--- src/design/bus_term_pkg.sv ---
package bus_term_pkg;

  // Bus monitor window and derived cycle count at 50 MHz.
  localparam int unsigned CLK_PERIOD_NS     = 20;
  localparam int unsigned MONITOR_WINDOW_NS = 20480;
  localparam int unsigned MONITOR_CYCLES    =
    MONITOR_WINDOW_NS / CLK_PERIOD_NS;
  localparam int unsigned MON_W             = 11;

  // Speaker tone divider: half period in clock cycles.
  localparam int unsigned SPK_HALF_CYCLES   = 25000;
  localparam int unsigned SPK_W             = 15;

  // Pin function selections for shared pins.
  localparam logic [1:0] KILL_FN_KILL    = 2'h0;
  localparam logic [1:0] KILL_FN_RETRY   = 2'h1;
  localparam logic [1:0] KILL_FN_IRQ     = 2'h2;
  localparam logic [1:0] KILL_FN_SPEAKER = 2'h3;

  // Owner of the current slave access.
  localparam logic [1:0] OWN_EXTERNAL  = 2'h0;
  localparam logic [1:0] OWN_MEMCTL    = 2'h1;
  localparam logic [1:0] OWN_CARD      = 2'h2;
  localparam logic [1:0] OWN_CHIPSEL   = 2'h3;

  typedef enum logic [1:0] {
    ST_IDLE  = 2'b00,
    ST_WAIT  = 2'b01,
    ST_END   = 2'b10,
    ST_RETRY = 2'b11
  } bus_state_t;

endpackage

--- src/design/pin_sync.sv ---
`timescale 1ns/10ps
// Three-stage synchroniser; output changes once stages two and three agree.
module pin_sync #(
  parameter int unsigned WIDTH = 4
) (
  // Clock and reset
  input  wire logic             ref_clk,
  input  wire logic             rstn,
  // Data
  input  wire logic [WIDTH-1:0] pinIn,
  output logic      [WIDTH-1:0] pinOut
);

  logic [WIDTH-1:0] s1_reg;
  logic [WIDTH-1:0] s2_reg;
  logic [WIDTH-1:0] s3_reg;
  logic [WIDTH-1:0] out_reg;
  logic [WIDTH-1:0] out_next;

  always_comb begin
    out_next = out_reg;
    for (int i = 0; i < WIDTH; i++) begin
      if (s2_reg[i] == s3_reg[i]) begin
        out_next[i] = s3_reg[i];
      end
    end
  end

  // Lines idle high, so reset to ones.
  always_ff @(posedge ref_clk or negedge rstn) begin
    if (!rstn) begin
      s1_reg  <= '1;
      s2_reg  <= '1;
      s3_reg  <= '1;
      out_reg <= '1;
    end else begin
      s1_reg  <= pinIn;
      s2_reg  <= s1_reg;
      s3_reg  <= s2_reg;
      out_reg <= out_next;
    end
  end

  assign pinOut = out_reg;

endmodule

--- src/design/bus_termination_reservation.sv ---
`timescale 1ns/10ps
// Function
// Addressed slave asserts acknowledge after accepting write or driving read data.
// Device drives acknowledge when memory or card controller owns the access.
// Chip-select access with external acknowledge option waits for slave.
// Any acknowledge driver negates it at end, then releases immediately.
// Bus monitor asserts transfer error when no termination within window.
// Transfer error ends the cycle as bus error, ignoring acknowledge.
// Non-burst slave asserts burst inhibit when addressed by a burst.
// Device drives burst inhibit when card or memory controller owns access.
// Reservation output goes with address for reserve or conditional store.
// Kill-reservation input during conditional store clears the reservation.
// Retry makes device drop mastership and rerun the same transaction.
// Cancel-reservation input clears a held reservation.
// Interrupt four is AND of kill pin and parity lane one.
// Interrupt three is AND of cancel pin and parity lane zero.
// Reservation pin as interrupt two feeds the interrupt controller.
// Kill pin in speaker mode drives an audio square wave.
// All these lines are active low, sampled on the bus clock.
module bus_termination_reservation (
  // Clock and reset
  input  wire logic       ref_clk,
  input  wire logic       rstn,
  // Pin function configuration
  input  wire logic [1:0] killPinFn,
  input  wire logic       cancelPinIsIrq,
  input  wire logic       resvPinIsIrq,
  input  wire logic       parityZeroIsIrq,
  input  wire logic       parityOneIsIrq,
  input  wire logic       chipSelExtAck,
  // Internal master transaction request
  input  wire logic       txStart,
  input  wire logic       txReserve,
  input  wire logic       txCondStore,
  input  wire logic       txBurst,
  input  wire logic       txBusGrant,
  output logic            txDone,
  output logic            txError,
  output logic            txRetry,
  output logic            txBurstDenied,
  output logic            busRelease,
  // Slave access owned by internal controllers
  input  wire logic [1:0] accessOwner,
  input  wire logic       ctlAckReq,
  input  wire logic       ctlBurstInhibit,
  // Reservation state
  output logic            reservationHeld,
  output logic            reservationLost,
  // Interrupt requests to the interrupt controller
  output logic            irqTwoReq,
  output logic            irqThreeReq,
  output logic            irqFourReq,
  // Transfer acknowledge pin
  input  wire logic       transfer_ack_n_in,
  output logic            transfer_ack_n_out,
  output logic            transfer_ack_n_oe_n,
  // Transfer error acknowledge pin, open drain
  input  wire logic       transfer_error_ack_n_in,
  output logic            transfer_error_ack_n_out,
  output logic            transfer_error_ack_n_oe_n,
  // Burst inhibit pin
  input  wire logic       burst_inhibit_n_in,
  output logic            burst_inhibit_n_out,
  output logic            burst_inhibit_n_oe_n,
  // Reservation pin
  input  wire logic       reservation_out_n_in,
  output logic            reservation_out_n_out,
  output logic            reservation_out_n_oe_n,
  // Kill reservation, retry and speaker pin
  input  wire logic       kill_reservation_n_in,
  output logic            speaker_wave_out,
  output logic            kill_reservation_n_oe_n,
  // Cancel reservation and parity lane pins
  input  wire logic       cancel_reservation_n,
  input  wire logic       parity_lane_zero,
  input  wire logic       parity_lane_one
);

  ////////////////////////////////////////////////////////////////////////////
  logic [6:0] pinSync;

  // Every pin from outside except parity lane zero, which has its own three stages below, passes the three-stage synchroniser.
  pin_sync #(
    .WIDTH (7)
  ) u_sync (
    .ref_clk (ref_clk),
    .rstn    (rstn),
    .pinIn   ({transfer_ack_n_in, transfer_error_ack_n_in,
               burst_inhibit_n_in, reservation_out_n_in,
               kill_reservation_n_in, cancel_reservation_n,
               parity_lane_one}),
    .pinOut  (pinSync)
  );

  logic ackLow;
  logic errLow;
  logic inhibitLow;
  logic resvPinLow;
  logic killLow;
  logic cancelLow;
  logic parOne;
  logic parZero;
  logic parZero1_reg;
  logic parZero2_reg;
  logic parZero3_reg;
  logic parZero_reg;
  logic parZero_next;

  assign ackLow     = !pinSync[6];
  assign errLow     = !pinSync[5];
  assign inhibitLow = !pinSync[4];
  assign resvPinLow = !pinSync[3];
  assign killLow    = !pinSync[2];
  assign cancelLow  = !pinSync[1];
  assign parOne     = pinSync[0];
  assign parZero    = parZero_reg;

  always_comb begin
    parZero_next = parZero_reg;
    if (parZero2_reg == parZero3_reg) begin
      parZero_next = parZero3_reg;
    end
  end

  always_ff @(posedge ref_clk or negedge rstn) begin
    if (!rstn) begin
      parZero1_reg <= 1'b1;
      parZero2_reg <= 1'b1;
      parZero3_reg <= 1'b1;
      parZero_reg  <= 1'b1;
    end else begin
      parZero1_reg <= parity_lane_zero;
      parZero2_reg <= parZero1_reg;
      parZero3_reg <= parZero2_reg;
      parZero_reg  <= parZero_next;
    end
  end

  ////////////////////////////////////////////////////////////////////////////
  // Transfer state machine for internally mastered cycles.
  bus_term_pkg::bus_state_t state_reg;
  bus_term_pkg::bus_state_t state_next;
  logic [bus_term_pkg::MON_W-1:0] mon_reg;
  logic [bus_term_pkg::MON_W-1:0] mon_next;
  logic resvTx_reg;
  logic resvTx_next;
  logic condTx_reg;
  logic condTx_next;
  logic burstTx_reg;
  logic burstTx_next;
  logic devAck;
  logic devInhibit;
  logic retryLow;
  logic timeout;

  // The memory or card controller, or chip select without external acknowledge, answers from inside the device.
  assign devAck = (accessOwner == bus_term_pkg::OWN_MEMCTL ||
                   accessOwner == bus_term_pkg::OWN_CARD ||
                   (accessOwner == bus_term_pkg::OWN_CHIPSEL &&
                    !chipSelExtAck));
  assign devInhibit = (accessOwner == bus_term_pkg::OWN_MEMCTL ||
                       accessOwner == bus_term_pkg::OWN_CARD);
  assign retryLow = killLow &&
                    (killPinFn == bus_term_pkg::KILL_FN_RETRY);
  assign timeout  = (mon_reg == bus_term_pkg::MON_W'(
                      bus_term_pkg::MONITOR_CYCLES - 1));

  logic ackSeen;
  assign ackSeen = devAck ? ctlAckReq : ackLow;

  always_comb begin
    state_next   = state_reg;
    mon_next     = mon_reg;
    resvTx_next  = resvTx_reg;
    condTx_next  = condTx_reg;
    burstTx_next = burstTx_reg;
    case (state_reg)
      bus_term_pkg::ST_IDLE: begin
        mon_next = '0;
        if (txStart && txBusGrant) begin
          resvTx_next  = txReserve || txCondStore;
          condTx_next  = txCondStore;
          burstTx_next = txBurst;
          state_next   = bus_term_pkg::ST_WAIT;
        end
      end
      bus_term_pkg::ST_WAIT: begin
        mon_next = mon_reg + bus_term_pkg::MON_W'(1);
        if (errLow || timeout) begin
          state_next = bus_term_pkg::ST_END;
        end else if (retryLow) begin
          state_next = bus_term_pkg::ST_RETRY;
        end else if (ackSeen) begin
          state_next = bus_term_pkg::ST_END;
        end
      end
      bus_term_pkg::ST_END: begin
        resvTx_next = 1'b0;
        state_next  = bus_term_pkg::ST_IDLE;
      end
      bus_term_pkg::ST_RETRY: begin
        mon_next = '0;
        // Mastership is given up until arbitration is won again.
        if (txBusGrant) begin
          state_next = bus_term_pkg::ST_WAIT;
        end
      end
      default: begin
        state_next = bus_term_pkg::ST_IDLE;
      end
    endcase
  end

  always_ff @(posedge ref_clk or negedge rstn) begin
    if (!rstn) begin
      state_reg   <= bus_term_pkg::ST_IDLE;
      mon_reg     <= '0;
      resvTx_reg  <= 1'b0;
      condTx_reg  <= 1'b0;
      burstTx_reg <= 1'b0;
    end else begin
      state_reg   <= state_next;
      mon_reg     <= mon_next;
      resvTx_reg  <= resvTx_next;
      condTx_reg  <= condTx_next;
      burstTx_reg <= burstTx_next;
    end
  end

  logic waiting;
  assign waiting = (state_reg == bus_term_pkg::ST_WAIT);

  ////////////////////////////////////////////////////////////////////////////
  // Result pulses, registered.
  logic done_reg;
  logic err_reg;
  logic retry_reg;
  logic bdeny_reg;
  logic teaDrive_reg;
  logic done_next;
  logic err_next;
  logic retry_next;
  logic bdeny_next;
  logic teaDrive_next;

  always_comb begin
    err_next      = waiting && (errLow || timeout);
    done_next     = waiting && !err_next && !retryLow && ackSeen;
    retry_next    = waiting && !err_next && retryLow;
    bdeny_next    = done_next && burstTx_reg &&
                    (devInhibit ? ctlBurstInhibit : inhibitLow);
    teaDrive_next = waiting && timeout;
  end

  always_ff @(posedge ref_clk or negedge rstn) begin
    if (!rstn) begin
      done_reg     <= 1'b0;
      err_reg      <= 1'b0;
      retry_reg    <= 1'b0;
      bdeny_reg    <= 1'b0;
      teaDrive_reg <= 1'b0;
    end else begin
      done_reg     <= done_next;
      err_reg      <= err_next;
      retry_reg    <= retry_next;
      bdeny_reg    <= bdeny_next;
      teaDrive_reg <= teaDrive_next;
    end
  end

  assign txDone        = done_reg;
  assign txError       = err_reg;
  assign txRetry       = retry_reg;
  assign txBurstDenied = bdeny_reg;
  assign busRelease    = retry_reg;

  ////////////////////////////////////////////////////////////////////////////
  // Reservation flag: set by a reserve load, cleared by kill, cancel or a completed conditional store.
  logic resv_reg;
  logic resv_next;
  logic lost_reg;
  logic lost_next;
  logic killEvt;
  logic cancelEvt;

  assign killEvt   = waiting && condTx_reg && killLow &&
                     (killPinFn == bus_term_pkg::KILL_FN_KILL);
  assign cancelEvt = cancelLow && !cancelPinIsIrq;

  always_comb begin
    resv_next = resv_reg;
    lost_next = killEvt || cancelEvt;
    if (killEvt || cancelEvt) begin
      resv_next = 1'b0;
    end
    if (done_next && resvTx_reg && !condTx_reg) begin
      resv_next = 1'b1;
    end else if (done_next && condTx_reg) begin
      resv_next = 1'b0;
    end
  end

  always_ff @(posedge ref_clk or negedge rstn) begin
    if (!rstn) begin
      resv_reg <= 1'b0;
      lost_reg <= 1'b0;
    end else begin
      resv_reg <= resv_next;
      lost_reg <= lost_next;
    end
  end

  assign reservationHeld = resv_reg;
  assign reservationLost = lost_reg;

  ////////////////////////////////////////////////////////////////////////////
  // Shared interrupt inputs; a pin not in interrupt mode counts as high.
  logic irqTwo_reg;
  logic irqThree_reg;
  logic irqFour_reg;
  logic lineThree;
  logic lineFour;

  always_comb begin
    lineThree = (cancelPinIsIrq ? !cancelLow : 1'b1) &
                (parityZeroIsIrq ? parZero : 1'b1);
    lineFour = ((killPinFn == bus_term_pkg::KILL_FN_IRQ) ? !killLow : 1'b1) &
               (parityOneIsIrq ? parOne : 1'b1);
  end

  always_ff @(posedge ref_clk or negedge rstn) begin
    if (!rstn) begin
      irqTwo_reg   <= 1'b0;
      irqThree_reg <= 1'b0;
      irqFour_reg  <= 1'b0;
    end else begin
      irqTwo_reg   <= resvPinIsIrq && resvPinLow;
      irqThree_reg <= (cancelPinIsIrq || parityZeroIsIrq) && !lineThree;
      irqFour_reg  <= ((killPinFn == bus_term_pkg::KILL_FN_IRQ) ||
                       parityOneIsIrq) && !lineFour;
    end
  end

  assign irqTwoReq   = irqTwo_reg;
  assign irqThreeReq = irqThree_reg;
  assign irqFourReq  = irqFour_reg;

  ////////////////////////////////////////////////////////////////////////////
  // Speaker tone divider; its enable pulse toggles the wave.
  logic [bus_term_pkg::SPK_W-1:0] spk_reg;
  logic [bus_term_pkg::SPK_W-1:0] spk_next;
  logic wave_reg;
  logic wave_next;
  logic spkOn;

  assign spkOn = (killPinFn == bus_term_pkg::KILL_FN_SPEAKER);

  always_comb begin
    spk_next  = '0;
    wave_next = 1'b0;
    if (spkOn) begin
      wave_next = wave_reg;
      spk_next  = spk_reg + bus_term_pkg::SPK_W'(1);
      if (spk_reg == bus_term_pkg::SPK_W'(
            bus_term_pkg::SPK_HALF_CYCLES - 1)) begin
        spk_next  = '0;
        wave_next = !wave_reg;
      end
    end
  end

  always_ff @(posedge ref_clk or negedge rstn) begin
    if (!rstn) begin
      spk_reg  <= '0;
      wave_reg <= 1'b0;
    end else begin
      spk_reg  <= spk_next;
      wave_reg <= wave_next;
    end
  end

  ////////////////////////////////////////////////////////////////////////////
  // Pin drivers. Acknowledge and inhibit are driven high for one cycle at
  // the end of the access before release, so the pull-up never has to
  // recover the line alone.
  logic ackDrive_reg;
  logic ackNeg_reg;

  always_ff @(posedge ref_clk or negedge rstn) begin
    if (!rstn) begin
      ackDrive_reg <= 1'b0;
      ackNeg_reg   <= 1'b0;
    end else begin
      // Only a real completion drives it; an error or retry cycle must not.
      ackDrive_reg <= done_next && devAck;
      ackNeg_reg   <= ackDrive_reg;
    end
  end

  assign transfer_ack_n_out        = !ackDrive_reg;
  assign transfer_ack_n_oe_n       = !(ackDrive_reg || ackNeg_reg);
  assign burst_inhibit_n_out       = !(ackDrive_reg && devInhibit &&
                                       burstTx_reg && ctlBurstInhibit);
  assign burst_inhibit_n_oe_n      = !((ackDrive_reg || ackNeg_reg) &&
                                       devInhibit);
  assign transfer_error_ack_n_out  = 1'b0;
  assign transfer_error_ack_n_oe_n = !teaDrive_reg;
  assign reservation_out_n_out     = !resvTx_reg;
  assign reservation_out_n_oe_n    = resvPinIsIrq ||
                                     !(resvTx_reg && waiting);
  assign speaker_wave_out          = wave_reg;
  assign kill_reservation_n_oe_n   = !spkOn;

endmodule

--- config.mk ---
export PLATFORM = sky130hd
export DESIGN_NAME = bus_termination_reservation
export DESIGN_NICKNAME = d
export VERILOG_FILES = /design/src/design/bus_term_pkg.sv /design/src/design/pin_sync.sv /design/src/design/bus_termination_reservation.sv
export SDC_FILE = /design/constraint.sdc
export NUM_CORES = 1
export LEC_CHECK = 0
export BUFFER_PORTS_ARGS = -buffer_cell sky130_fd_sc_hd__buf_2
export CELL_PAD_IN_SITES_DETAIL_PLACEMENT = 1
export CELL_PAD_IN_SITES_GLOBAL_PLACEMENT = 1
export CORE_ASPECT_RATIO = 1.2
export CORE_UTILIZATION = 25
export CTS_CLUSTER_DIAMETER = 30
export DETAILED_ROUTE_END_ITERATION = 6
export GPL_ROUTABILITY_DRIVEN = 1
export PLACE_DENSITY_LB_ADDON = 0.1
export SYNTH_ARGS = -nofsm -noshare
export SYNTH_HDL_FRONTEND = slang
export SYNTH_SLANG_ARGS = --single-unit
--- constraint.sdc ---
create_clock -name ref_clk -period 4.9 [get_ports ref_clk]
set_clock_uncertainty 0.15 [all_clocks]
set_input_delay 0.98 -clock ref_clk [delete_from_list [all_inputs] [get_ports ref_clk]]
set_output_delay 0.98 -clock ref_clk [all_outputs]
set_load 0.02 [all_outputs]
Word-level counts from Yosys, hierarchy flattened
Cells that the tools add are included.

operators by class
  $add $sub $neg = 2
  equal/unequal tests = 23
  muxes and demuxes = 22
  bitwise logic cells = 2
  reductions and logical operators = 67

operator list
  operator                 number
  $mux W15                 2
  $logic_and A1 B1 Y1      27
  $logic_not A1 Y1         22
  $pmux W11 S2             1
  $add A15 B1 Y15 const B  1
  $eq A15 B15 Y1 const B   1
  $eq A2 B2 Y1 const B     6
  $mux W1                  12
  $add A11 B1 Y11 const B  1
  $eq A11 B10 Y1 const B   1
  $mux W2                  5
  $logic_or A1 B1 Y1       9
  $eq A1 B1 Y1             8
  $pmux W2 S4              1
  $eq A2 B1 Y1 const B     3
  $logic_not A2 Y1         2
  $ne A2 B2 Y1 const B     2
  $ne A4 B3 Y1 const B     1
  $reduce_and A2 Y1        2
  $reduce_bool A2 Y1       2
  $reduce_and A3 Y1        1
  $reduce_bool A3 Y1       1
  $and A1 B1 Y1            2
  $ne A2 B1 Y1 const B     1
  2 further kinds          2

word-level totals
  bits in registers = 76
  output and inout bits = 20
  logic and storage cells = 149

Depth between registers and ports, before layout
  depth after elaboration = 10
  gate-level depth with buffers = 6

Modules after synthesis
Synthesis repeated with hierarchy kept, for this count alone.

unflattened totals
  cells, all modules = 262
  area total of the unflattened synthesis = 3084.2 µm²

by module, submodules not included
  module                       times used  cells each  area an instance (µm²)  sequential area each (µm²)
  bus_termination_reservation  1           227         2269.7                  1206.2
  pin_sync                     1           35          814.5                   735.7

Worst setup path after synthesis
No wires, ideal clock.

  kind = input to output
  from = input accessOwner[0]
  to = output burst_inhibit_n_oe_n
  arrival = 1554 ps
  required time = 3770 ps
  slack = 2216 ps
  stages on the path = 2
  cell sequence = ha_1 o21ai_0

between the ends
  cells in the longest elaborated chain, start to end = 4
  elaborated cells on any way between the ends = 5
  those cells by class = eq/ne: 2; reduce/logical: 3

ends and longest elaborated chain
  what                                          RTL line                                                                source
  from (decl)                                   bus_termination_reservation.sv:43                                       input wire logic [1:0] accessOwner,
  $eq A2 B1 Y1 or $eq A2 B2 Y1 (tied branches)  bus_termination_reservation.sv:161, bus_termination_reservation.sv:162
  $logic_or A1 B1 Y1 *                          bus_termination_reservation.sv:161                                      assign devInhibit = (accessOwner == bus_term_pkg::OWN_MEMCTL ||
  $logic_and A1 B1 Y1 *                         bus_termination_reservation.sv:404                                      assign burst_inhibit_n_oe_n = !((ackDrive_reg || ackNeg_reg) &&
  $logic_not A1 Y1 *                            bus_termination_reservation.sv:404
  to (decl)                                     bus_termination_reservation.sv:64                                       output logic burst_inhibit_n_oe_n,

Mark *: on every way between the ends. The rest lies on a longest branch, timed or not.

Worst setup path after layout
  from = register state_reg[1]
  to = output reservation_out_n_oe_n

between the ends
  cells in the longest elaborated chain, start to end = 4

ends and longest elaborated chain
  what                    RTL line                            source
  from (decl)             bus_termination_reservation.sv:141  bus_term_pkg::bus_state_t state_reg;
  from (signal assigned)  bus_termination_reservation.sv:216  state_reg <= bus_term_pkg::ST_IDLE;
  from (signal assigned)  bus_termination_reservation.sv:222  state_reg <= state_next;
  $eq A2 B1 Y1            bus_termination_reservation.sv:231  assign waiting = (state_reg == bus_term_pkg::ST_WAIT);
  $logic_and A1 B1 Y1     bus_termination_reservation.sv:410  !(resvTx_reg && waiting);
  $logic_not A1 Y1        bus_termination_reservation.sv:410
  $logic_or A1 B1 Y1      bus_termination_reservation.sv:409  assign reservation_out_n_oe_n = resvPinIsIrq ||
  to (decl)               bus_termination_reservation.sv:68   output logic reservation_out_n_oe_n,

Every way passes these cells.

==> impl_metrics.tcl <==
set metrics [dict create \
    outcome "complete, no violations" \
    slew_headroom_pct 36.2 \
    synth_top_cell_area_share_pct 35.3 \
    wirelength_um 6660 \
    synth_top_area_cell "dfrtp_1" \
    setup_viol 0 \
    die_height_um 124 \
    synth_ff_type "dfrtp_1" \
    synth_edf_count 0 \
    syn_area_per_cell_um2 11.8 \
    use_met2_pct 18.0 \
    core_mm2 0.0121 \
    peakVddDrop_v 0.000167 \
    reg2reg_slack_ns 2.54 \
    largest_register_ffs 15 \
    cts_tree "yes" \
    busiest_layer "met2" \
    netlist_area_mm2 0.00312 \
    die_area_mm2 0.0129 \
    start_kind "flip-flop" \
    final_cell_mix "dfrtp_1, buf_2, dfstp_2" \
    gp_congestion 0.688 \
    p_leak_nw 1.69 \
    cp.required_ns 3.77 \
    fin_setup_tns_ns 0 \
    whs_endpoint "u_sync.s2_reg[6]" \
    grt_start_max_net_pins 77 \
    start_util_pct 25.7 \
    postSynthCellCount 264 \
    cts_resized 0 \
    path_clk_slew_ns 0.07 \
    cts_inserted_buffers 9 \
    fin_crit_ns 2.91 \
    ant_nets 0 \
    antenna_found_initial 0 \
    regToRegStartpoint "mon_reg[0]" \
    grt_pass1_wl_um 11700 \
    num_rows 44 \
    clockBufferDepth 2 \
    antenna_cells 0 \
    finalMaxSlewViolations 0 \
    tightestPinTransition_ns 0.957 \
    use_met1_pct 15.0 \
    die_w_um 104 \
    port_buffers 44 \
    syn_nets 299 \
    drc 0 \
    layout_commonest_cell "dfrtp_1" \
    yosysWarnings 0 \
    cap_violations 0 \
    r2r-end "state_reg[1]" \
    dp_hpwl_um 4570 \
    area_delta_synth_final_pct 23.4 \
    period_share_pct 59.3 \
    firstDrtPassIters 4 \
    htree_levels 3 \
    drtIter0Drc 81 \
    rr_worst_depth 6 \
    dr_total_vias 2054 \
    synth.ff_latch_count 76 \
    finalNetCount 349 \
    critPathMaxFanout 5 \
    critical_path_class "flip-flop to output pin" \
    ys_seq_area_share_pct 62.3 \
    worstHoldStart "u_sync.s1_reg[6]" \
    cts_root_buf "clkbuf_16" \
    hp-class "flip-flop to flip-flop" \
    hold_violations 0 \
    overflow 0 \
    power_density_mw_per_mm2 479 \
    first_global_vias 2218 \
    track_usage_pct 11.7 \
    clock-sinks 76 \
    postCtsSetupRepairBufs 0 \
    fmax_mhz 344 \
    postLayoutCoreUtil_pct 31.7 \
    cp-startpoint "state_reg[1]" \
    critPathCaptureType "output pin" \
    clk-insertion-delay-late_ns 0.34 \
    ctsHoldBuffers 0 \
    async_reset_ff_share_pct 100 \
    io_pins 46 \
    arrival_ns 1.78 \
    layout-drive-gt1-share_pct 32.3 \
    routedWlPerCell_um 13.9 \
    rsz0062_at_grt "no" \
    use_met3_pct 3.77 \
    vias_per_cell 4.28 \
    hold_depth 0 \
    yosys.cell_types.count 42 \
    ys_top_cells_by_area "dfrtp_1, dfstp_2, ha_1, nor2_1, nand2_1" \
]
cell usage after synthesis (3+ instances only):
cell / count
xnor2_1: 4
nor3_1: 4
or3_1: 4
inv_1: 13
ha_1: 9
o22ai_1: 3
and3_1: 4
maj3_1: 8
nand2_1: 24
nand3_1: 16
dfrtp_1: 44
nand4_1: 4
nor2b_1: 6
dfstp_2: 32
a21oi_1: 6
o21ai_0: 12
xor2_1: 10
nor2_1: 27
a21o_1: 4
routing by layer:
layer	vias up	wire (um)
met5	-	0
met4	0	125
met3	8	311
met2	49	3090
met1	999	3130
li1	998	-
cell type report:
class | count | area [um2]
Tap cell | 161 | 201
Clock buffer | 9 | 225
Clock inverter | 7 | 108
Sequential cell | 76 | 1940
Multi-Input combinational cell | 170 | 1100
Timing Repair Buffer | 44 | 223
Fill cell | 1361 | 8270
Inverter | 13 | 48.8
metrics by stage:
stage	setup slack [ns]	std cells	total power, W	hold WS [ns]	area [um2]
5_1_grt	1.85	480	0.00196	0.207	3840
3_3_place_gp	2.07	464	0.00111	0.196	3510
2_1_floorplan	2.22	264	0.000999	0.195	3120
3_5_place_dp	2.07	464	0.00112	0.197	3510
6_report	1.99	480	0.00184	0.201	3840
4_1_cts	1.96	480	0.00189	0.203	3840
power breakdown:
part / internal, W / switching (W) / leakage [nW] / total, W
Combinational: 0.000144 / 0.000204 / 0.596 / 0.000347
Sequential: 0.000701 / 0.0000475 / 0.931 / 0.000748
Clock: 0.000456 / 0.000291 / 0.160 / 0.000747
Total: 0.00130 / 0.000542 / 1.69 / 0.00184
kinds of logic (layout without fill, tap and decap cells):
family,Yosys count,count (layout),synth area share (%)
AO/OA/AOI/OAI,33,33,6.95
XOR/XNOR,14,14,3.94
adder cells (fa/ha/maj),17,17,6.18
buffers and inverters,18,73,2.45
flip-flops,76,76,62.3
multiplexers,6,6,2.33
other,1,1,0.120
AND/OR/NAND/NOR,99,99,15.7
worst max-delay path: stages, from the launching register on:
cell and delay (ns):
dfrtp_1 0.44, inv_1 0.13, ha_1 0.26, inv_1 0.10
or3_1 0.36, buf_2 0.17
worst max path at each step:
stage | slack (ns) | to | depth (start not counted)
2_1_floorplan | 2.22 | burst_inhibit_n_oe_n | 2
3_3_place_gp | 2.07 | burst_inhibit_n_oe_n | 4
3_5_place_dp | 2.07 | burst_inhibit_n_oe_n | 4
4_1_cts | 1.96 | reservation_out_n_oe_n | 5
5_1_grt | 1.85 | reservation_out_n_oe_n | 5
6_report | 1.99 | reservation_out_n_oe_n | 5
No activity file was read; power rests on OpenSTA's default activity.
